--- src/pkg/sms_pkg.sv ---
package sms_pkg;

  // **************************************************
  // Clock and timing
  // **************************************************
  localparam int unsigned CLK_HZ   = 25000000;
  localparam int unsigned US_PER_S = 1000000;
  // Standby durations in microseconds, index is the standby select field
  localparam int unsigned SB_TABLE_US [8] = '{
    500, 62500, 125000, 250000, 500000, 1000000, 10000, 20000
  };

  // **************************************************
  // Register offsets
  // **************************************************
  localparam logic [7:0] OFS_ID        = 8'h00;
  localparam logic [7:0] OFS_CTRL_HUM  = 8'h04;
  localparam logic [7:0] OFS_STATUS    = 8'h08;
  localparam logic [7:0] OFS_CTRL_MEAS = 8'h0c;
  localparam logic [7:0] OFS_CONFIG    = 8'h10;
  localparam logic [7:0] OFS_RESET     = 8'h14;
  localparam logic [7:0] OFS_PRESS     = 8'h18;
  localparam logic [7:0] OFS_TEMP      = 8'h1c;
  localparam logic [7:0] OFS_HUM       = 8'h20;

  // **************************************************
  // Values and reset values
  // **************************************************
  localparam logic [7:0]  CHIP_ID       = 8'h3c; // Arbitrary value
  localparam logic [7:0]  SOFT_RST_CODE = 8'h5a;
  localparam logic [19:0] SKIP_VAL      = 20'h80000;
  localparam logic [19:0] DATA_RST      = 20'h00000;
  localparam logic [15:0] HUM_RST       = 16'h0000;
  localparam logic [7:0]  CTRL_MEAS_RST = 8'h00;
  localparam logic [7:0]  CONFIG_RST    = 8'h00;
  localparam logic [2:0]  CTRL_HUM_RST  = 3'h0;
  localparam int unsigned STAT_MEAS_BIT = 0;
  localparam int unsigned STAT_PEND_BIT = 1;
  localparam logic [1:0]  CH_TEMP       = 2'h0;
  localparam logic [1:0]  CH_PRESS      = 2'h1;
  localparam logic [1:0]  CH_HUM        = 2'h2;

  // **************************************************
  // Types
  // **************************************************
  typedef enum logic [1:0] {
    MODE_SLEEP   = 2'b00,
    MODE_FORCED  = 2'b01,
    MODE_FORCED2 = 2'b10,
    MODE_NORMAL  = 2'b11
  } sms_mode_t;

  typedef enum logic [2:0] {
    ST_IDLE    = 3'b000,
    ST_TEMP    = 3'b001,
    ST_PRESS   = 3'b010,
    ST_HUM     = 3'b011,
    ST_STANDBY = 3'b100
  } sms_state_t;

  typedef struct packed {
    logic [2:0] osrsT;
    logic [2:0] osrsP;
    sms_mode_t  mode;
  } sms_meas_t;

  typedef struct packed {
    logic [2:0] sbSel;
    logic [1:0] rsvd;
    logic [2:0] filt;
  } sms_cfg_t;

  typedef struct packed {
    logic       start;
    logic [1:0] chan;
    logic [4:0] ratio;
  } sms_conv_t;

endpackage

--- src/core/sms_sequencer.sv ---
// Strobed register access and the placing of the registers were decided locally.
`timescale 1ns/1ps
module sms_sequencer #(
  parameter int unsigned US_CYC = sms_pkg::CLK_HZ / sms_pkg::US_PER_S
) (
  input  wire logic              clk,
  input  wire logic              sys_rst,
  input  wire logic              coreSupplyOk,
  input  wire logic              interfaceSupplyOk,
  input  wire logic [7:0]        regAddr,
  input  wire logic [31:0]       regWrData,
  input  wire logic              regWrEn,
  input  wire logic              regRdEn,
  output logic      [31:0]       regRdData,
  output sms_pkg::sms_conv_t     convReq,
  input  wire logic              convDone,
  input  wire logic [19:0]       convData,
  output logic                   pinOeN
);

  // **************************************************
  // Declarations
  // **************************************************
  logic                porDone_reg;
  logic                softRst_reg;
  logic                rstInt;
  sms_pkg::sms_state_t state_reg;
  sms_pkg::sms_state_t state_next;
  sms_pkg::sms_mode_t  mode_reg;
  sms_pkg::sms_mode_t  mode_next;
  sms_pkg::sms_mode_t  pendMode_reg;
  logic                pend_reg;
  sms_pkg::sms_meas_t  meas_reg;
  sms_pkg::sms_cfg_t   cfg_reg;
  logic [2:0]          osrsH_reg;
  logic [31:0]         sbCnt_reg;
  logic [31:0]         sbCycles;
  logic                convBusy_reg;
  sms_pkg::sms_conv_t  convReq_reg;
  logic [15:0]         humData_reg;
  logic [31:0]         regRdData_reg;
  logic                pinOeN_reg;
  sms_pkg::sms_meas_t  wrMeasVal;
  logic                wrMeas;
  logic                wrHum;
  logic                wrCfg;
  logic                wrRst;
  logic                measAccept;
  logic                humAccept;
  logic                measuring;
  logic                isForced;
  logic [2:0]          curOsr;
  logic [1:0]          curChan;
  logic                skipCur;
  logic                convHit;
  logic                stepDone;
  logic                doStart;
  logic                endPeriod;
  logic [4:0]          curRatio;
  logic [19:0]         tempOut;
  logic [19:0]         pressOut;
  logic [31:0]         rdMux;
  logic [31:0]         statusWord;

  // **************************************************
  // Reset generation
  // **************************************************
  always_ff @(posedge clk) begin
    if (sys_rst) begin
      porDone_reg <= 1'b0;
    end else if (!coreSupplyOk) begin
      porDone_reg <= 1'b0;
    end else if (interfaceSupplyOk) begin
      porDone_reg <= 1'b1;
    end
  end

  always_ff @(posedge clk) begin
    if (sys_rst) begin
      softRst_reg <= 1'b0;
    end else begin
      softRst_reg <= wrRst && (regWrData[7:0] == sms_pkg::SOFT_RST_CODE);
    end
  end

  assign rstInt = sys_rst || !porDone_reg || softRst_reg;

  // **************************************************
  // Register decode
  // **************************************************
  assign wrMeasVal  = sms_pkg::sms_meas_t'(regWrData[7:0]);
  assign wrMeas     = regWrEn && (regAddr == sms_pkg::OFS_CTRL_MEAS);
  assign wrHum      = regWrEn && (regAddr == sms_pkg::OFS_CTRL_HUM);
  assign wrCfg      = regWrEn && (regAddr == sms_pkg::OFS_CONFIG);
  assign wrRst      = regWrEn && (regAddr == sms_pkg::OFS_RESET);
  assign measAccept = wrMeas && !pend_reg;
  assign humAccept  = wrHum && !pend_reg;
  assign measuring  = (state_reg == sms_pkg::ST_TEMP)
                   || (state_reg == sms_pkg::ST_PRESS)
                   || (state_reg == sms_pkg::ST_HUM);
  assign isForced   = (mode_reg == sms_pkg::MODE_FORCED)
                   || (mode_reg == sms_pkg::MODE_FORCED2);

  always_ff @(posedge clk) begin
    if (rstInt) begin
      meas_reg  <= sms_pkg::sms_meas_t'(sms_pkg::CTRL_MEAS_RST);
      cfg_reg   <= sms_pkg::sms_cfg_t'(sms_pkg::CONFIG_RST);
      osrsH_reg <= sms_pkg::CTRL_HUM_RST;
    end else begin
      if (measAccept) begin
        meas_reg <= wrMeasVal;
      end
      if (wrCfg) begin
        cfg_reg <= sms_pkg::sms_cfg_t'(regWrData[7:0]);
      end
      if (humAccept) begin
        osrsH_reg <= regWrData[2:0];
      end
    end
  end

  // **************************************************
  // Mode control
  // **************************************************
  assign endPeriod = (state_reg == sms_pkg::ST_HUM) && stepDone;

  always_comb begin
    mode_next = mode_reg;
    if (endPeriod) begin
      if (pend_reg) begin
        mode_next = pendMode_reg;
      end else if (measAccept) begin
        mode_next = wrMeasVal.mode;
      end else if (isForced) begin
        mode_next = sms_pkg::MODE_SLEEP;
      end
    end else if (measAccept && !measuring) begin
      mode_next = wrMeasVal.mode;
    end
  end

  always_ff @(posedge clk) begin
    if (rstInt) begin
      mode_reg     <= sms_pkg::MODE_SLEEP;
      pendMode_reg <= sms_pkg::MODE_SLEEP;
      pend_reg     <= 1'b0;
    end else begin
      mode_reg <= mode_next;
      if (endPeriod) begin
        pend_reg <= 1'b0;
      end else if (measAccept && measuring) begin
        pendMode_reg <= wrMeasVal.mode;
        pend_reg     <= 1'b1;
      end
    end
  end

  // **************************************************
  // Measurement sequencing
  // **************************************************
  assign curOsr   = (state_reg == sms_pkg::ST_TEMP)  ? meas_reg.osrsT :
                    (state_reg == sms_pkg::ST_PRESS) ? meas_reg.osrsP :
                    osrsH_reg;
  assign curChan  = (state_reg == sms_pkg::ST_TEMP)  ? sms_pkg::CH_TEMP :
                    (state_reg == sms_pkg::ST_PRESS) ? sms_pkg::CH_PRESS :
                    sms_pkg::CH_HUM;
  assign curRatio = (curOsr > 3'h5) ? 5'h10 :
                    5'(5'h1 << (curOsr - 3'h1));
  assign skipCur  = measuring && (curOsr == 3'h0);
  assign convHit  = measuring && convBusy_reg && convDone;
  assign stepDone = skipCur || convHit;
  assign doStart  = measuring && !skipCur && !convBusy_reg;
  assign sbCycles = 32'(sms_pkg::SB_TABLE_US[cfg_reg.sbSel] * US_CYC);

  always_comb begin
    state_next = state_reg;
    case (state_reg)
      sms_pkg::ST_IDLE: begin
        if (mode_reg != sms_pkg::MODE_SLEEP) begin
          state_next = sms_pkg::ST_TEMP;
        end
      end
      sms_pkg::ST_TEMP: begin
        if (stepDone) begin
          state_next = sms_pkg::ST_PRESS;
        end
      end
      sms_pkg::ST_PRESS: begin
        if (stepDone) begin
          state_next = sms_pkg::ST_HUM;
        end
      end
      sms_pkg::ST_HUM: begin
        if (stepDone) begin
          state_next = (mode_next == sms_pkg::MODE_NORMAL) ?
                       sms_pkg::ST_STANDBY : sms_pkg::ST_IDLE;
        end
      end
      sms_pkg::ST_STANDBY: begin
        if (mode_reg != sms_pkg::MODE_NORMAL) begin
          state_next = sms_pkg::ST_IDLE;
        end else if (sbCnt_reg == 32'h0) begin
          state_next = sms_pkg::ST_TEMP;
        end
      end
      default: begin
        state_next = sms_pkg::ST_IDLE;
      end
    endcase
  end

  always_ff @(posedge clk) begin
    if (rstInt) begin
      state_reg <= sms_pkg::ST_IDLE;
      sbCnt_reg <= 32'h0;
    end else begin
      state_reg <= state_next;
      if (endPeriod) begin
        sbCnt_reg <= sbCycles - 32'h1;
      end else if (sbCnt_reg != 32'h0) begin
        sbCnt_reg <= sbCnt_reg - 32'h1;
      end
    end
  end

  // **************************************************
  // Converter handshake and results
  // **************************************************
  always_ff @(posedge clk) begin
    if (rstInt) begin
      convBusy_reg <= 1'b0;
      convReq_reg  <= '0;
      humData_reg  <= sms_pkg::HUM_RST;
    end else begin
      convReq_reg.start <= doStart;
      if (doStart) begin
        convReq_reg.chan  <= curChan;
        convReq_reg.ratio <= curRatio;
        convBusy_reg      <= 1'b1;
      end else if (convHit) begin
        convBusy_reg <= 1'b0;
      end
      if (convHit && (state_reg == sms_pkg::ST_HUM)) begin
        humData_reg <= convData[15:0];
      end
    end
  end

  sms_iir_chan #(.W(20), .KW(3)) tempChan (
    .clk     (clk),
    .rst     (rstInt),
    .init    (wrCfg),
    .coefExp (cfg_reg.filt),
    .load    (stepDone && (state_reg == sms_pkg::ST_TEMP)),
    .skip    (skipCur),
    .adcIn   (convData),
    .dataOut (tempOut)
  );

  sms_iir_chan #(.W(20), .KW(3)) pressChan (
    .clk     (clk),
    .rst     (rstInt),
    .init    (wrCfg),
    .coefExp (cfg_reg.filt),
    .load    (stepDone && (state_reg == sms_pkg::ST_PRESS)),
    .skip    (skipCur),
    .adcIn   (convData),
    .dataOut (pressOut)
  );

  // **************************************************
  // Read path and pins
  // **************************************************
  assign statusWord = {30'h0, pend_reg, measuring};
  assign rdMux =
    (regAddr == sms_pkg::OFS_ID)        ? {24'h0, sms_pkg::CHIP_ID} :
    (regAddr == sms_pkg::OFS_CTRL_HUM)  ? {29'h0, osrsH_reg} :
    (regAddr == sms_pkg::OFS_STATUS)    ? statusWord :
    (regAddr == sms_pkg::OFS_CTRL_MEAS) ? {24'h0, meas_reg.osrsT,
                                            meas_reg.osrsP, mode_reg} :
    (regAddr == sms_pkg::OFS_CONFIG)    ? {24'h0, cfg_reg} :
    (regAddr == sms_pkg::OFS_PRESS)     ? {12'h0, pressOut} :
    (regAddr == sms_pkg::OFS_TEMP)      ? {12'h0, tempOut} :
    (regAddr == sms_pkg::OFS_HUM)       ? {16'h0, humData_reg} :
    32'h0;

  always_ff @(posedge clk) begin
    if (rstInt) begin
      regRdData_reg <= 32'h0;
    end else begin
      regRdData_reg <= regRdEn ? rdMux : 32'h0;
    end
  end

  always_ff @(posedge clk) begin
    if (sys_rst) begin
      pinOeN_reg <= 1'b1;
    end else begin
      pinOeN_reg <= !(coreSupplyOk && porDone_reg && regRdEn);
    end
  end

  assign regRdData = regRdData_reg;
  assign convReq   = convReq_reg;
  assign pinOeN    = pinOeN_reg;
endmodule

--- src/core/sms_iir_chan.sv ---
`timescale 1ns/1ps
module sms_iir_chan #(
  parameter int W  = 20,
  parameter int KW = 3
) (
  input  wire logic          clk,
  input  wire logic          rst,
  input  wire logic          init,
  input  wire logic [KW-1:0] coefExp,
  input  wire logic          load,
  input  wire logic          skip,
  input  wire logic [W-1:0]  adcIn,
  output logic      [W-1:0]  dataOut
);
  localparam int AW = W + 8;

  logic [W-1:0]  mem_reg;
  logic          primed_reg;
  logic [W-1:0]  dataOut_reg;
  logic [AW-1:0] memWide;
  logic [AW-1:0] acc;
  logic [W-1:0]  filtVal;
  logic          useRaw;
  logic [W-1:0]  newVal;

  // ************************************
  // Filter arithmetic, coefficient 2^k
  // ************************************
  assign memWide = {{(AW-W){1'b0}}, mem_reg};
  assign acc     = (memWide << coefExp) - memWide
                 + {{(AW-W){1'b0}}, adcIn};
  assign filtVal = W'(acc >> coefExp);
  assign useRaw  = !primed_reg || init || (coefExp == '0);
  assign newVal  = useRaw ? adcIn : filtVal;
  assign dataOut = dataOut_reg;

  always_ff @(posedge clk) begin
    if (rst) begin
      mem_reg     <= sms_pkg::DATA_RST;
      primed_reg  <= 1'b0;
      dataOut_reg <= sms_pkg::DATA_RST;
    end else if (load && skip) begin
      dataOut_reg <= sms_pkg::SKIP_VAL;
      primed_reg  <= primed_reg && !init;
    end else if (load) begin
      mem_reg     <= newVal;
      dataOut_reg <= newVal;
      primed_reg  <= 1'b1;
    end else if (init) begin
      primed_reg  <= 1'b0;
    end
  end
endmodule

--- config.mk ---
export PLATFORM = sky130hd
export DESIGN_NAME = sms_sequencer
export DESIGN_NICKNAME = d
export VERILOG_FILES = /design/src/pkg/sms_pkg.sv /design/src/core/sms_sequencer.sv /design/src/core/sms_iir_chan.sv
export SDC_FILE = /design/constraint.sdc
export NUM_CORES = 1
export LEC_CHECK = 0
export ABC_AREA = 1
export BUFFER_PORTS_ARGS = -buffer_cell sky130_fd_sc_hd__buf_2
export CAP_MARGIN = 10
export CORE_MARGIN = 2
export CORE_UTILIZATION = 40
export DETAILED_ROUTE_END_ITERATION = 16
export MAX_ROUTING_LAYER = met4
export PLACE_DENSITY_LB_ADDON = 0.3
export SETUP_SLACK_MARGIN = 0.5
export SLEW_MARGIN = 20
export SYNTH_ARGS = -nofsm -noshare
export SYNTH_HDL_FRONTEND = slang
export SYNTH_HIERARCHICAL = 1
export SYNTH_SLANG_ARGS = --single-unit
--- constraint.sdc ---
create_clock -name clk -period 4.4 [get_ports clk]
set_input_delay 0.22 -clock clk [delete_from_list [all_inputs] [get_ports clk]]
set_output_delay 0.22 -clock clk [all_outputs]
set_load 0.01 [all_outputs]
**Word-level counts from Yosys, hierarchy flattened**

Memories as Yosys holds them, arrays and structs flattened.
Cells that the tools add are included.
W data, S select, Z words.

- Input bits: 67
- Register bits: 199
- Memory bits (writable): 0
- Memory bits (read-only): 256
- Logic and storage cells: 188
- Latch bits: 0
- Memories: 1

- Add/subtract/negate cells: 7
- Shifts and indexed selects: 5
- Equal/unequal tests: 22
- Bitwise logic cells: 6
- Reduce and logical (&&, ||, !) cells: 69
- Order comparisons: 2
- Multipliers: 1
- Div/mod/pow operators: 0
- Multiplexer cells: 43

Memories:

| name | depth | width | read ports | clocked after memory_dff | wr ports | RTL line | source |
|---|---|---|---|---|---|---|---|
| (no name shown) | 8 | 32 | 1 | 0 | 0 | sms_sequencer.sv:173 | `assign sbCycles = 32'(sms_pkg::SB_TABLE_US[cfg_reg.sbSel] * US_CYC);` |

Operators with widths:

| cell | number |
|---|---|
| $mux W20 | 8 |
| $mux W32 | 4 |
| $sub A32 B1 Y32 const B | 2 |
| $add A28 B20 Y28 | 2 |
| $shl A20 B3 Y28 | 2 |
| $shr A28 B3 Y20 | 2 |
| $sub A28 B20 Y28 | 2 |
| $eq A8 B5 Y1 const B | 4 |
| $logic_not A32 Y1 | 1 |
| $mul A32 B5 Y32 const B | 1 |
| $reduce_bool A32 Y1 | 1 |
| $mux W3 | 9 |
| $logic_and A1 B1 Y1 | 24 |
| $mux W6 | 3 |
| $eq A8 B4 Y1 const B | 2 |
| $mux W16 | 1 |
| $mux W8 | 2 |
| $pmux W3 S5 | 1 |
| $mux W2 | 7 |
| $logic_or A1 B1 Y1 | 10 |
| $ne A2 B2 Y1 const B | 5 |
| $reduce_bool A2 Y1 | 5 |
| $reduce_or A2 Y1 | 5 |
| $logic_not A1 Y1 | 9 |
| other kinds (26) | 43 |

**Depth between registers and ports, before layout**

Gate-level depths: netlist (run 1).

- Depth in word-level cells: 12
- Gate-level depth with buffers: 30

**Hierarchy**

The synthesis (run 1) kept the hierarchy.

By module, submodules not included:

| module | area each (um2) | cells each | times used |
|---|---|---|---|
| sms_sequencer | 7,502.2 | 1,127 | 1 |
| sms_iir_chan at tempChan | 6,057.1 | 1,108 | 1 |
| sms_iir_chan at pressChan | 5,884.4 | 1,093 | 1 |

**Worst setup path before layout (run 1)**

No wires, ideal clock.

- Path type: reg2reg
- Start: register cfg_reg[6] in the netlist's numbering
- End: register sbCnt_reg[21]
- Stages on the path, launching flop included: 25
- Data required time: 4.289 ns
- Data arrival time: 3.866 ns
- Setup time: 0.111 ns
- Buffers on the path: 0
- Setup slack: 0.423 ns
- Cell sequence: dfxtp_1 > clkinv_1 > ha_1 > nor2_1 > inv_1 > ha_1 > inv_1 > ha_1 > xnor2_1 > ha_1 > ha_1 > nand2_1 > inv_1 > nand3_1 > inv_1 > a21oi_1 > nand2_1 > nand2_1 > nand2_1 > nand2_1 > nand2_1 > nand2_1 > nand2_1 > nor2_1 > nor2_1

- Longest elaborated chain between the ends: 7

RTL lines:

| item | RTL line | source |
|---|---|---|
| from (decl) | sms_sequencer.sv:34 | `sms_pkg::sms_cfg_t cfg_reg;` |
| from (signal assigned) | sms_sequencer.sv:107 | `cfg_reg <= sms_pkg::sms_cfg_t'(sms_pkg::CONFIG_RST);` |
| from (signal assigned) | sms_sequencer.sv:114 | `cfg_reg <= sms_pkg::sms_cfg_t'(regWrData[7:0]);` |
| $not A3 Y4 (implied by the code) | sms_sequencer.sv:173 |  |
| $mem_v2 Z8 W32 | -- |  |
| $mux W32 (implied by the code) (2 in series) | sms_sequencer.sv:173 |  |
| $mul A32 B5 Y32 | sms_sequencer.sv:173 |  |
| $sub A32 B1 Y32 | sms_sequencer.sv:219 | `sbCnt_reg <= sbCycles - 32'h1;` |
| $mux W32 | sms_sequencer.sv:218 | `if (endPeriod) begin` |
| to (signal assigned) | sms_sequencer.sv:219 |  |
| to (signal assigned) | sms_sequencer.sv:221 | `sbCnt_reg <= sbCnt_reg - 32'h1;` |
| to (decl) | sms_sequencer.sv:36 | `logic [31:0] sbCnt_reg;` |

No other way between the ends. The select of a mux whose other input is x is not followed.
A chain may end at the register's enable or synchronous reset.

**Worst setup path after layout (run 1)**

- Start: register cfg_reg[0] in the netlist's numbering
- End: register pressChan.dataOut_reg[15], in the netlist pressChan/dataOut[15]

- Longest elaborated chain between the ends: 5

RTL lines:

| item | RTL line | source |
|---|---|---|
| $shl A20 B3 Y28 | sms_iir_chan.sv:30 | `assign acc = (memWide << coefExp) - memWide` |
| $sub A28 B20 Y28 | sms_iir_chan.sv:30 |  |
| $add A28 B20 Y28 | sms_iir_chan.sv:31 | `+ {{(AW-W){1'b0}}, adcIn};` |
| $shr A28 B3 Y20 | sms_iir_chan.sv:32 | `assign filtVal = W'(acc >> coefExp);` |
| $mux W20 * | sms_iir_chan.sv:34 | `assign newVal = useRaw ? adcIn : filtVal;` |
| to (signal assigned) | sms_iir_chan.sv:41 | `dataOut_reg <= sms_pkg::DATA_RST;` |
| to (signal assigned) | sms_iir_chan.sv:43 | `dataOut_reg <= sms_pkg::SKIP_VAL;` |
| to (signal assigned) | sms_iir_chan.sv:47 | `dataOut_reg <= newVal;` |
| to (decl) | sms_iir_chan.sv:19 | `logic [W-1:0] dataOut_reg;` |

Mark *: on every way between the ends. The rest lies on a longest branch, timed or not.

==> impl_metrics.toml, run 1 <==
[status]
status = "complete, no violations"

[grt]
grt_pass1_wl_um = 93890
grt_max_degree = 47
grt-ovfl-total = 0
grt_util_all_layers_pct = 23.50
grt_pass1_vias = 18260
antenna_found_initial = 1

[power_and_ir_drop]
cellPowerDensity_nw_per_um2 = 189.2
vdd_drop_max_mv = 0.2670
leakage_nw = 11.81

[floorplan]
coreArea_um2 = 47850
initial_core_util_pct = 40.64
io_pins = 108
fp-row-count = 80
fp.dieW_um = 224.5
fp.dieH_um = 224.5
die_area_um2 = 50390

[setup_path]
r2r_slack_ns = 0.62
slowest_stage = "fa_1"
end_kind = "flop"
crit_required_ns = 4.75
crit_family = "simple AND/OR/NAND/NOR gates"
slowest_delay_ns = 0.60
cp_max_fo = 11
cpMostUsedCell = "nand2_1"
worstPathArrival_ns = 4.13
startpoint_type = "flop"
crit_type = "flop to flop"
path_buf_inv = 5

[placed_design]
postPlaceCellArea_um2 = 20440
dp_slack_ns = 0.4901
place.gp.congestion = 0.9399
dpl.hpwl_um = 46930
io_buffers = 71

[timing]
rsz0062_at_grt = "yes"
hold_violations = 0
fin_worst_skew_ns = 0.01746
fin_crit_sh_pct = 85.85
slew_violations = 0
relSlewSlack_pct = 25.03
period_needed_ns = 3.777
setup_tns_ns = 0
tightest_slew_ns = 1.120
finalSetupViolCount = 0
fmax_mhz = 264.7
worst_slack_ns = 0.6226

[synthesis]
syn_inst = 3328
ys_types = 54
ys_top_cells_by_count = "nand2_1 (904), inv_1 (606), nand3_1 (363)"
synth-edff-count = 0
avgSynthCellArea_um2 = 5.842
yosys_warnings = 6
yosys.area.top_type_share_pct = 19.25
synth-seq-cells = 187
synthTopCellsByArea = "dfxtp_1 (19%), nand2_1 (17%), inv_1 (12%)"
synth.yosys.seq_area_share_pct = 19.25
synth.most_common_cell = "nand2_1"
yosys.area.top_type = "dfxtp_1"
synth_area_um2 = 19440
synthFlopType = "dfxtp_1"
async_flop_share_pct = 0

[clocking]
clkLatencyLatePin_ns = 0.45
cts.sink_count = 187
clockBufferDepth = 2
cts-buffers-inserted = 17
cts-root-buf = "clkbuf_16"
cts_tree = "built"
path_clk_slew_ns = 0.08
htree_levels = 4

[hold_path]
hold_class = "input port to flop"

[final_layout]
largest_reg_flops = 32
final_nets = 3617
drive_gt1_share_pct = 14.44
design_area_um2 = 22640
area_delta_synth_final_pct = 16.43

[run]
max-cap-violations = 0

[route]
drc = 0
antenna_left = 0
drt_pass1_iterations = 5
wl_per_cell_um = 15.13
vias_per_cell = 5.143
finalWirelength_um = 60760
first_iter_violations = 1894
vias = 20660
-- worst register-to-register path, cell delays in order, from the launching register on --
cell and delay (ns):
dfxtp_4 0.41, buf_8 0.16, clkbuf_16 0.18, o21ai_2 0.13, inv_1 0.07, nand2_1 0.07, o21ai_2 0.07, or2_4 0.24
fa_1 0.60, inv_2 0.06, ha_4 0.29, nand2_1 0.05, nor2_1 0.17, nand3_1 0.15, nand3_2 0.12, nand2_2 0.08
nand2_1 0.10, nand2_1 0.09, nand3_1 0.09, nand2_1 0.06, nand2_1 0.09, nand3_1 0.11, nand3_2 0.12, nand3_1 0.07
nand2_1 0.07, inv_1 0.03
-- power breakdown --
part | internal (mW) | switching [mW] | total [mW]
clock network | 0.816 | 0.787 | 1.60
registers | 1.69 | 0.000371 | 1.69
logic | 0.355 | 0.635 | 0.990
total | 2.86 | 1.42 | 4.28
-- layout by cell type, fill, tap and decap left out, types with 4 or more instances in the layout --
| cell type | count |
|---|---|
| nand2_1 | 856 |
| inv_1 | 590 |
| nand3_1 | 318 |
| nor2_1 | 270 |
| dfxtp_1 | 184 |
| a21oi_1 | 152 |
| o21ai_0 | 134 |
| o21ai_1 | 79 |
| ha_1 | 74 |
| buf_2 | 71 |
| nand3_2 | 60 |
| nand2_2 | 55 |
| buf_4 | 55 |
| fa_1 | 48 |
| xor2_1 | 35 |
| ha_4 | 34 |
| nand4_1 | 33 |
| inv_2 | 30 |
| o21ai_2 | 28 |
| nor2_4 | 26 |
| nor2_2 | 23 |
| xnor2_1 | 23 |
| clkbuf_16 | 23 |
| nor3_1 | 22 |
| o211ai_1 | 17 |
| nand2_4 | 16 |
| a21oi_2 | 12 |
| conb_1 | 12 |
| a31oi_1 | 9 |
| nand3b_1 | 7 |
| ha_2 | 7 |
| a221oi_1 | 6 |
| nor4_1 | 6 |
| inv_8 | 6 |
| buf_6 | 5 |
| buf_12 | 5 |
| mux2i_1 | 5 |
| or2_2 | 4 |
| clkinv_4 | 4 |
-- kinds of logic after synthesis --
kind of cell	synth area share, %
AND/OR/NAND/NOR	37.88
buffers and inverters	14.93
AO/OA/AOI/OAI	12.61
flip-flops	19.25
adder cells (fa/ha/maj)	12.34
XOR/XNOR	2.658
multiplexers	0.3089
other	0.01929
-- layer usage --
layer,GRT usage (%),vias to the layer above,wire length [um]
met5,-,-,0
met4,3.632,0,728
met2,36.90,663,27050
li1,-,10580,-
met3,2.142,51,3431
met1,33.41,9366,29540
-- final timing paths --
path                                               start                                 end  cells after the start
worst max-delay path             cfg_reg[0]$_SDFFE_PP0P_  pressChan/dataOut[15]$_SDFFE_PP0P_                     25
worst min-delay path                   interfaceSupplyOk            porDone_reg$_SDFFE_PP0P_                      3
worst max register to register   cfg_reg[0]$_SDFFE_PP0P_  pressChan/dataOut[15]$_SDFFE_PP0P_                     25
worst min register to register  porDone_reg$_SDFFE_PP0P_                   pinOeN$_SDFF_PP1_                      1
-- timing repair --
| action | 4_1_cts | 5_1_grt |
|---|---|---|
| cloned | 0 | 7 |
| resized for setup | 2 | 369 |
| endpoints found under the hold margin | 2 | 0 |
| hold buffers | 2 | 0 |
| endpoints found under the setup margin | 10 | 94 |
| pin swaps | 0 | 54 |
| setup buffers | 0 | 20 |
-- through the flow --
step / instances / power (mW) / util, % / hold WS, ns
after floorplan: 3339 / 2.342 / - / 0.2924
after global placement: 3954 / 2.544 / 42.72 / 0.4105
after detailed placement: 3954 / 2.541 / 42.72 / 0.4229
after CTS: 3988 / 4.134 / 44.04 / 0.01003
after global routing: 4015 / 4.488 / 47.31 / 0.02782
final: 4016 / 4.283 / 47.31 / 0.03159
-- cell type report --
class / instances / area [um^2]
inverter: 625 / 2355
tap: 615 / 769.5
clock inverter: 15 / 176.4
clock buffer: 17 / 425.4
multi-input combinational: 2411 / 14050
sequential: 187 / 3750
timing repair buffer: 145 / 1110
antenna: 1 / 2.502
fill: 5080 / 25210
Power figures use the tool's default switching activity.
==> run 2: changes to the inputs <==
--- a/config.mk
+++ b/config.mk
@@ -11,6 +11,7 @@
 export CORE_MARGIN = 2
 export CORE_UTILIZATION = 40
 export DETAILED_ROUTE_END_ITERATION = 16
+export GPL_TIMING_DRIVEN = 0
 export MAX_ROUTING_LAYER = met4
 export PLACE_DENSITY_LB_ADDON = 0.3
 export SETUP_SLACK_MARGIN = 0.5
==> run 2 against run 1 <==
Via count rose by 4.8%. Flip-flop and latch count did not move. Critical path depth is 1 lower. Critical path type unchanged. Global-route usage up 3.2 points. Die area unchanged. Non-clock buffer count rose by 101. Wire length rose by 12%. Fmax shrank 0.90%. Power rose by 2.3%. Sequential power about the same. Clock skew grew 0.0031 ns. Highest routed layer unchanged.
==> impl_metrics.toml, run 2 (synthesized netlist as in run 1, its figures left out) <==
[final_layout]
fill_cells = 4921
drive_gt1_share_pct = 20.37
final_common_cell = "nand2_1"
final_cell_mix = "nand2_1 (801), inv_1 (584), nor2_1 (268), nand3_1 (251), dfxtp_1 (181)"
largest_reg_flops = 32
final_nets = 3718
design_area_um2 = 24150
num_antenna_cells = 0
area_delta_synth_final_pct = 24.19
finish.utilization_pct = 50.47
final_cells = 4116

[placed_design]
place.gp.congestion = 0.9760
placed_cells = 4025
postPlaceCellArea_um2 = 20610
dpl.hpwl_um = 54130
dp_slack_ns = -0.6820
io_buffers = 71

[floorplan]
initial_core_util_pct = 40.64
io_pins = 108
fp.dieW_um = 224.5
coreArea_um2 = 47850
fp.dieH_um = 224.5
die_area_um2 = 50390
fp-row-count = 80

[route]
vias = 21650
antenna_left = 0
wl_per_cell_um = 16.47
drc = 0
first_iter_violations = 2315
drt_pass1_iterations = 8
vias_per_cell = 5.260
finalWirelength_um = 67780

[timing]
fin_worst_skew_ns = 0.02058
fin_crit_sh_pct = 86.63
rsz0062_at_grt = "yes"
finalSetupViolCount = 0
hold_violations = 0
tightest_slew_ns = 1.057
worst_slack_ns = 0.5882
slew_violations = 0
relSlewSlack_pct = 29.51
period_needed_ns = 3.812
holdWs_ns = 0.03191
fmax_mhz = 262.3

[grt]
grt_util_all_layers_pct = 26.66
grt_max_degree = 22
grt_pass1_vias = 19080
grt-ovfl-total = 0
antenna_found_initial = 1
grt_pass1_wl_um = 103200

[setup_path]
r2r_slack_ns = 0.59
crit_type = "flop to flop"
crit_required_ns = 4.74
startpoint_type = "flop"
r2r-start = "cfg_reg[1]$_SDFFE_PP0P_"
crit_start = "cfg_reg[1]$_SDFFE_PP0P_"
worstReg2RegEnd = "tempChan/mem_reg[5]$_SDFFE_PP0P_"
cp_max_fo = 10
worstRegToRegCells = 24
crit_end = "tempChan/mem_reg[5]$_SDFFE_PP0P_"
end_kind = "flop"
worstPathArrival_ns = 4.15

[clocking]
clockBufferDepth = 2
path_clk_slew_ns = 0.08
cts-buffers-inserted = 17
htree_levels = 4
cts.sink_count = 187
cts_tree = "built"
cts-root-buf = "clkbuf_16"
clkLatencyLatePin_ns = 0.46

[power_and_ir_drop]
vdd_drop_max_mv = 0.2880
cellPowerDensity_nw_per_um2 = 181.4
leakage_nw = 12.44

[hold_path]
hold_class = "input port to flop"

[status]
status = "complete, no violations"

[run]
max-cap-violations = 0
## run 2: worst min-delay path by stage
| stage | startpoint | to | slack, ns | cells past startpoint |
|---|---|---|---|---|
| finish | regWrEn | softRst_reg$_SDFF_PP0_ | 0.03 | 3 |
| global route | regWrEn | softRst_reg$_SDFF_PP0_ | 0.03 | 3 |
| CTS | regWrEn | softRst_reg$_SDFF_PP0_ | 0.01 | 3 |
| detailed placement | porDone_reg$_SDFFE_PP0P_ | pinOeN$_SDFF_PP1_ | 0.41 | 1 |
| global placement | porDone_reg$_SDFFE_PP0P_ | pinOeN$_SDFF_PP1_ | 0.41 | 1 |
| floorplan | sys_rst | porDone_reg$_SDFFE_PP0P_ | 0.29 | 1 |
## run 2: area by class of cell
cell class	count	area (um^2)	share of cell area [%]
multi-input combinational	2411	14840	61.45
sequential	187	3764	15.59
clock inverter	15	200.2	0.8291
tap	615	769.5	3.187
timing repair buffer	130	900.9	3.731
inverter	625	2365	9.793
buffer	116	883.3	3.658
clock buffer	17	425.4	1.762
## run 2: metal layers
layer / share of wire, % / up-vias / track usage (%)
li1: - / 10790 / -
met1: 47 / 9835 / 38.21
met2: 43 / 904 / 39.95
met3: 8.0 / 118 / 3.279
met4: 2.2 / 0 / 6.024
met5: 0 / - / -
## run 2: where the power goes
part	leakage (nW)	total (mW)	switching, mW	internal [mW]
sequential	1.51	1.69	0.000414	1.69
combinational	10.6	1.10	0.699	0.401
clock	0.295	1.59	0.816	0.777
total	12.4	4.38	1.51	2.87
## run 2: timing repair
action                     CTS  global route
setup buffers               15            37
cloned                       0             3
gates resized for setup    153           547
setup endpoints to repair   98            93
hold buffers                 4             0
hold endpoints to repair     2             0
pin swaps                    5           118
## run 2: stage by stage
step,TNS (ns),total power [mW]
after floorplan,0,2.342
after global placement,-54.90,2.563
after detailed placement,-49.37,2.562
after CTS,0,4.174
after global routing,0,4.573
final,0,4.381
## run 2: worst max-delay path, cell delays in order, from the launching register on
cell and delay [ns]:
dfxtp_4 0.44, buf_8 0.15, inv_1 0.07, buf_6 0.14, buf_12 0.14, buf_12 0.14
o21ai_2 0.21, o21ai_2 0.09, fa_1 0.58, inv_2 0.05, ha_4 0.25, nand2_4 0.10
inv_1 0.07, a21oi_2 0.15, nand2_2 0.12, nand2_2 0.10, nand2_1 0.06, nand2_1 0.11
nand3_2 0.10, nand3_2 0.11, nand3_2 0.08, nand3_2 0.12, o21ai_2 0.09, o21ai_1 0.16
inv_1 0.05
